`src/inc/gpio_port_regs.svh`:
```
// register offsets, field positions and reset values
`ifndef GPIO_PORT_REGS_SVH
`define GPIO_PORT_REGS_SVH

`define OFS_PIN_LEVEL_DATA 4'h0
`define OFS_PIN_DIRECTION_CONTROL 4'h4
`define OFS_ANALOG_SELECT_BITS 4'h8
`define OFS_PORT_CONFIG 4'hc

`define RST_DIRECTION_BITS 6'h3f
`define RST_LATCH_BITS 6'h00
`define RST_ANALOG_SELECT_BITS 8'hff
`define RST_PORT_CONFIG 8'h00

`define PIN_INPUT_ONLY 3
`define PIN_OSC_IN 5
`define PIN_OSC_OUT 4
`define CFG_RESET_PIN_EN_BIT 0
`define CFG_OSC_MODE_LSB 1
`define CFG_OSC_MODE_MSB 3

`endif

```
`src/inc/gpio_port_pkg.sv`:
```
// types of the six-bit general-purpose port
package gpio_port_pkg;
  typedef enum logic [2:0] {
    OSC_EXTERNAL_CLOCK = 3'b000,
    OSC_LOW_POWER_CRYSTAL = 3'b001,
    OSC_MEDIUM_GAIN_CRYSTAL = 3'b010,
    OSC_HIGH_GAIN_CRYSTAL = 3'b011,
    OSC_OTHER = 3'b100
  } osc_mode_t;

  typedef enum logic [1:0] {
    BUS_IDLE = 2'b00,
    BUS_ANSWER = 2'b01
  } bus_state_t;

  typedef struct packed {
    bus_state_t state;
    logic [5:0] latch;
    logic [5:0] direction;
    logic [7:0] analog_sel;
    logic [7:0] config_bits;
    logic [5:0] sync1;
    logic [5:0] sync2;
    logic [31:0] rdata;
  } port_state_t;
endpackage

```
`src/rtl/gpio_port.sv`:
```
// six-bit bidirectional port with Avalon-MM register slave
//
// Design decisions made here: the register offsets and the Avalon-MM register port.
`timescale 1ns/1ps
`include "gpio_port_regs.svh"

module gpio_port #(
  parameter int PIN_COUNT = 6
) (
  // clock and reset
  input wire logic I_CLK_SYS,
  input wire logic I_SRST,
  // avalon-mm slave
  input wire logic [3:0] I_AVS_ADDRESS,
  input wire logic I_AVS_READ,
  input wire logic I_AVS_WRITE,
  input wire logic [31:0] I_AVS_WRITEDATA,
  input wire logic [3:0] I_AVS_BYTEENABLE,
  output logic [31:0] O_AVS_READDATA,
  output logic O_AVS_WAITREQUEST,
  // pins, three signals each
  input wire logic [PIN_COUNT-1:0] I_PIN,
  output logic [PIN_COUNT-1:0] O_PIN,
  output logic [PIN_COUNT-1:0] O_PIN_OE_N,
  // shared peripherals claiming pins
  input wire logic [PIN_COUNT-1:0] I_PERIPH_EN,
  // analog inputs gate change detection
  output logic [PIN_COUNT-1:0] O_CHANGE_DETECT_EN,
  output logic [PIN_COUNT-1:0] O_DIGITAL_INPUT_EN
);
  import gpio_port_pkg::*;

  port_state_t s_reg;
  port_state_t s_next;

  logic crystal_mode;
  logic reset_pin_en;
  logic [5:0] dir_view;
  logic [5:0] pin_view;
  logic [31:0] read_word;
  logic req;

  ////////////////////////////////////////////////////////////////////////
  // decoding: crystal mode feeds read path and pin drivers, reset-pin bit only the read path, req the bus
  function automatic logic is_crystal(input logic [2:0] mode);
    is_crystal = (mode == OSC_LOW_POWER_CRYSTAL) ||
                 (mode == OSC_MEDIUM_GAIN_CRYSTAL) ||
                 (mode == OSC_HIGH_GAIN_CRYSTAL);
  endfunction

  assign crystal_mode = is_crystal(
    s_reg.config_bits[`CFG_OSC_MODE_MSB:`CFG_OSC_MODE_LSB]);
  assign reset_pin_en = s_reg.config_bits[`CFG_RESET_PIN_EN_BIT];
  assign req = I_AVS_READ | I_AVS_WRITE;

  ////////////////////////////////////////////////////////////////////////
  // per-pin views of direction and sampled level
  genvar g;
  generate
    for (g = 0; g < PIN_COUNT; g++) begin : g_pin
      logic taken;
      // crystal pins and pin 3 are inputs whatever is stored
      assign taken = (g == `PIN_INPUT_ONLY) ||
        (crystal_mode && (g == `PIN_OSC_IN || g == `PIN_OSC_OUT));
      assign dir_view[g] = taken | s_reg.direction[g];
      // analog select zeroes the digital read, pin 3 masked as reset
      assign pin_view[g] = s_reg.sync2[g] & ~s_reg.analog_sel[g] &
        ~((g == `PIN_INPUT_ONLY) && reset_pin_en);
      // driver follows direction and peripheral enable; analog select ignored
      assign O_PIN_OE_N[g] = dir_view[g] | I_PERIPH_EN[g];
      assign O_PIN[g] = s_reg.latch[g];
      // analog pins lose input buffer and change detection
      assign O_DIGITAL_INPUT_EN[g] = ~s_reg.analog_sel[g];
      assign O_CHANGE_DETECT_EN[g] = ~s_reg.analog_sel[g] &
        ~I_PERIPH_EN[g];
    end
  endgenerate

  ////////////////////////////////////////////////////////////////////////
  // read mux; upper bits read as zero
  always_comb begin
    read_word = 32'h0000_0000;
    if (I_AVS_ADDRESS == `OFS_PIN_LEVEL_DATA) begin
      read_word[5:0] = pin_view;
    end else if (I_AVS_ADDRESS == `OFS_PIN_DIRECTION_CONTROL) begin
      read_word[5:0] = dir_view;
    end else if (I_AVS_ADDRESS == `OFS_ANALOG_SELECT_BITS) begin
      read_word[7:0] = s_reg.analog_sel;
    end else if (I_AVS_ADDRESS == `OFS_PORT_CONFIG) begin
      read_word[7:0] = s_reg.config_bits;
    end
  end

  ////////////////////////////////////////////////////////////////////////
  // next-state: one-wait-state slave, writes land in the answer cycle
  always_comb begin
    s_next = s_reg;
    s_next.sync1 = I_PIN;
    s_next.sync2 = s_reg.sync1;
    case (s_reg.state)
      BUS_IDLE: begin
        if (req) begin
          s_next.state = BUS_ANSWER;
          s_next.rdata = read_word;
        end
      end
      BUS_ANSWER: begin
        s_next.state = BUS_IDLE;
        if (I_AVS_WRITE && I_AVS_BYTEENABLE[0]) begin
          if (I_AVS_ADDRESS == `OFS_PIN_LEVEL_DATA) begin
            // pin_view copy is overwritten, so the latch takes the written data as is
            s_next.latch = pin_view;
            s_next.latch = I_AVS_WRITEDATA[5:0];
          end else if (I_AVS_ADDRESS == `OFS_PIN_DIRECTION_CONTROL) begin
            s_next.direction = I_AVS_WRITEDATA[5:0];
            s_next.direction[`PIN_INPUT_ONLY] = 1'b1;
          end else if (I_AVS_ADDRESS == `OFS_ANALOG_SELECT_BITS) begin
            s_next.analog_sel = I_AVS_WRITEDATA[7:0];
          end else if (I_AVS_ADDRESS == `OFS_PORT_CONFIG) begin
            s_next.config_bits = I_AVS_WRITEDATA[7:0];
          end
        end
      end
      default: begin
        s_next.state = BUS_IDLE;
      end
    endcase
  end

  ////////////////////////////////////////////////////////////////////////
  // state register
  always_ff @(posedge I_CLK_SYS) begin
    if (I_SRST) begin
      s_reg.state <= BUS_IDLE;
      s_reg.latch <= `RST_LATCH_BITS;
      s_reg.direction <= `RST_DIRECTION_BITS;
      s_reg.analog_sel <= `RST_ANALOG_SELECT_BITS;
      s_reg.config_bits <= `RST_PORT_CONFIG;
      s_reg.sync1 <= 6'h00;
      s_reg.sync2 <= 6'h00;
      s_reg.rdata <= 32'h0000_0000;
    end else begin
      s_reg <= s_next;
    end
  end

  // waitrequest low in the answer cycle and whenever no request is present
  assign O_AVS_WAITREQUEST = req && (s_reg.state != BUS_ANSWER);
  assign O_AVS_READDATA = s_reg.rdata;
endmodule

```
`config.mk`:
```
export PLATFORM = sky130hd
export DESIGN_NAME = gpio_port
export DESIGN_NICKNAME = d
export VERILOG_FILES = /design/src/inc/gpio_port_pkg.sv /design/src/rtl/gpio_port.sv
export VERILOG_INCLUDE_DIRS = /design/src /design/src/inc
export SDC_FILE = /design/constraint.sdc
export NUM_CORES = 1
export LEC_CHECK = 0
export ABC_AREA = 1
export BUFFER_PORTS_ARGS = -buffer_cell sky130_fd_sc_hd__buf_2
export CORE_MARGIN = 2
export CORE_UTILIZATION = 25
export CTS_CLUSTER_SIZE = 10
export DETAILED_ROUTE_END_ITERATION = 10
export PLACE_DENSITY = 0.46
export SYNTH_ARGS = -nofsm -noshare
export SYNTH_HDL_FRONTEND = slang
export SYNTH_SLANG_ARGS = --single-unit
```
`constraint.sdc`:
```
create_clock -name I_CLK_SYS -period 2.93 [get_ports I_CLK_SYS]
set_input_delay 0.879 -clock I_CLK_SYS [delete_from_list [all_inputs] [get_ports I_CLK_SYS]]
set_output_delay 0.879 -clock I_CLK_SYS [all_outputs]
set_load 0.02 [all_outputs]
```
==> impl_summary.txt <==
----------------------------------------------------
[Run status]
  Outcome ... finished clean

[STA]
  Final Cycle Share ... 82.9%
  Setup repair after global routing missed its margin ... false
  Setup Skew ... 0.00689 ns
  Post-Route Hold Slack ... 0.410 ns
  Total Negative Setup Slacks ... 0 ns
  Total setup violations reported at the end of the flow ... 0
  Number of max-slew violations in the final report ... 0
  Final critical-path required period ... 2.43 ns
  Count of endpoints failing hold in the final timing report ... 0
  Maximum clock frequency ... 0.412 GHz

[Pwr]
  Power share of the combinational group ... 12.8%
  Switch Pwr ... 336 µW
  Power density over cell area ... 461 mW/mm²
  Static power due to leakage ... 1.34 nW
  Worst vdd ir ... 0.000150 V
  Internal power consumption ... 876 µW
  Seq pwr share ... 55.8%
  Overall power after layout ... 1.21 mW
  Clock network power share ... 31.4%
  Switching power share of the total ... 27.7%

[Clocking]
  Clock tree from TritonCTS ... built
  Count of hold buffers inserted by post-cts repair ... 0
  Number of instances resized during post-cts repair ... 0
  Setup bufs post-CTS ... 0
  Clock Latency Late Sink ... 0.30 ns
  Clock sinks ... 48
  Number of buffers created by CTS ... 5
  Depth of the CTS H-tree ... 2
  Buffer type at the clock tree root ... sky130_fd_sc_hd__clkbuf_8
  Clock slew at the register clock pins of the worst setup and hold paths ... 0.09 ns
  Maximum root-to-sink buffer count ... 2

[Logic synthesis]
  Register bit count reported by yosys ... 48
  Number of distinct library cells after synthesis ... 26
  Gate Count Post-Synth ... 318
  Sequential-to-total area share from yosys stat ... 40.9%
  Cell area after synthesis ... 0.00235 mm²
  Yosys synthesis warning count ... 0
  Mapped Avg Cell Area ... 7.39 µm²

[Detailed routing]
  Routed wire length ... 5.44 mm
  Routed wire length per instance ... 11.5 µm
  Antenna-violating nets left ... 0
  Violation count after the first detailed-routing iteration ... 83
  Count of vias placed by the detailed router ... 1942
  Count of unresolved DRC violations after routing ... 0
  Number of iterations in the first detailed-routing pass ... 4
  Routed vias/inst ... 4.10

[Global route]
  First-pass GRT wire length ... 8.97 mm
  Largest net degree at the start of global routing ... 32
  Initial antenna violation count ... 0
  Number of global-route vias before repair ... 1806
  Aggregate global-route resource usage ... 11.3%
  Aggregate global routing overflow ... 0

[Worst setup path]
  Cell with the largest stage delay on the worst path ... sky130_fd_sc_hd__o21ai_2
  Crit path kind ... in -> out
  Crit-path max FO ... 6
  Required time of the worst setup path ... 2.05 ns
  Cell class contributing the biggest share of worst-path delay ... buffers and inverters
  Kind of start point of the critical path ... input port
  Capturing element type of the critical path ... output pin
  CP Buf/Inv Count ... 3
  Arr. time, crit path ... 1.55 ns
  Cell-by-cell listing of the critical path ... buf_2, o21ai_2, inv_1, buf_2
  Most numerous cell on the critical path ... sky130_fd_sc_hd__buf_2
  Maximum single-stage delay on the critical path ... 0.28 ns

[Floorplanning]
  Initial Utilization ... 25.5%
  Overall die height ... 101 µm
  Area enclosed by the die boundary ... 0.0102 mm²
  Core area ... 0.00920 mm²
  Floorplan row count ... 35
  Die Span X ... 101 µm
  I/O pins ... 113

[Hold path]
  Hold/Removal Path Class ... reg -> reg

[Finish]
  NumNets Final ... 419
  Flip-flop count of the largest register, all copies and words added ... 24
  Layout overhead on the synthesized area ... 11.8%
  Number of diodes added for antenna fixing ... 0
  Top library cells by usage in the layout, fill and taps aside ... sky130_fd_sc_hd__nor2_1 (60), sky130_fd_sc_hd__buf_2 (60), sky130_fd_sc_hd__dfxtp_1 (48)
  Share of post-route cells with drive strength above 1 ... 25.1%

[Run]
  Max cap viols ... 0

[Placement]
  Routability Congestion ... 0.757
  HPWL after detailed placement ... 4.14 mm
  Number of buffer cells added on primary ports ... 60

----------------------------------------------------
## power by group through the flow
stage | Combinational (mW) | Sequential, mW | Clock, mW
4_1_cts | 0.157 | 0.677 | 0.403
3_5_place_dp | 0.157 | 0.692 | 0
2_1_floorplan | 0.142 | 0.690 | 0
6_report | 0.155 | 0.676 | 0.380
5_1_grt | 0.176 | 0.679 | 0.425
3_3_place_gp | 0.156 | 0.692 | 0
## worst min-delay path, delay by kind of cell (launching register included)
kind | cells | cell delay, ns
simple gates | 1 | 0.03
flops | 1 | 0.31
buf+inv | 1 | 0.04
## cell type report
type | count | area [µm²]
repair buffers | 63 | 323
clock buffers | 5 | 68.8
well taps | 111 | 139
fillers | 1055 | 6570
clock inverters | 2 | 12.5
flip-flops and latches | 48 | 961
inverters | 36 | 136
multi-input cells | 209 | 986
## logic make-up after synthesis
| kind of cell | count (synthesis) | share of synthesized area (%) |
|---|---|---|
| and+or+nand+nor | 149 | 29.3 |
| buffers and inverters | 84 | 20.8 |
| DFF | 48 | 40.9 |
| AOI/OAI and AO/OA | 35 | 8.68 |
| other | 2 | 0.320 |
## worst paths after layout
| kind | slack (ns) | endpoint | start | depth (start not counted) |
|---|---|---|---|---|
| setup / recovery | 0.50 | O_AVS_WAITREQUEST | I_AVS_WRITE | 4 |
| hold / removal | 0.41 | s_reg[32]$_SDFF_PP0_ | s_next[32]$_SDFF_PP0_ | 2 |
| setup reg to reg | 1.70 | s_reg[58]$_SDFFE_PP1P_ | s_reg[72]$_SDFFE_PP0N_ | 5 |
| hold reg to reg | 0.41 | s_reg[32]$_SDFF_PP0_ | s_next[32]$_SDFF_PP0_ | 2 |
## through the flow
step | cells | utilization [%] | instance area (µm²) | worst slack, ns
2_1_floorplan | 341 | - | 2430 | 0.690
6_report | 474 | 28.6 | 2630 | 0.502
4_1_cts | 474 | 28.6 | 2630 | 0.489
5_1_grt | 474 | 28.6 | 2630 | 0.447
3_3_place_gp | 467 | 27.7 | 2540 | 0.496
3_5_place_dp | 467 | 27.7 | 2540 | 0.489
## routing by layer
metal  share of wire [%]  up-vias  global-route usage (%)
met5                   0        -                       0
met1                  47      870                    14.5
met3                 6.0        6                    3.05
met4                 1.4        0                    3.74
li1                    -     1013                       -
met2                  46       53                    18.4
## synthesized netlist by cell type
library cell                n  area, µm²
sky130_fd_sc_hd__nor2_8     1       20.0
sky130_fd_sc_hd__nor2_1    60        225
sky130_fd_sc_hd__nand2_2    1       6.26
sky130_fd_sc_hd__inv_2      4       15.0
sky130_fd_sc_hd__buf_2      2       10.0
sky130_fd_sc_hd__o21ai_0   22        110
sky130_fd_sc_hd__buf_4     39        293
sky130_fd_sc_hd__nand2_1   43        161
sky130_fd_sc_hd__buf_1      1       3.75
sky130_fd_sc_hd__o21bai_1   1       7.51
sky130_fd_sc_hd__o211ai_1   6       45.0
sky130_fd_sc_hd__or2_2      5       31.3
sky130_fd_sc_hd__conb_1     2       7.51
sky130_fd_sc_hd__o211ai_2   1       12.5
sky130_fd_sc_hd__a21oi_1    4       20.0
sky130_fd_sc_hd__inv_1     31        116
sky130_fd_sc_hd__nand3_1   32        160
sky130_fd_sc_hd__nor2_4     4       45.0
sky130_fd_sc_hd__clkinv_2   1       5.00
sky130_fd_sc_hd__dfxtp_1   48        961
sky130_fd_sc_hd__o21ai_2    1       8.76
sky130_fd_sc_hd__nand2_4    1       11.3
sky130_fd_sc_hd__buf_6      3       33.8
sky130_fd_sc_hd__nand3_2    1       10.0
sky130_fd_sc_hd__clkbuf_1   3       11.3
sky130_fd_sc_hd__nand3_4    1       17.5
No activity file was read; power rests on OpenSTA's default activity.
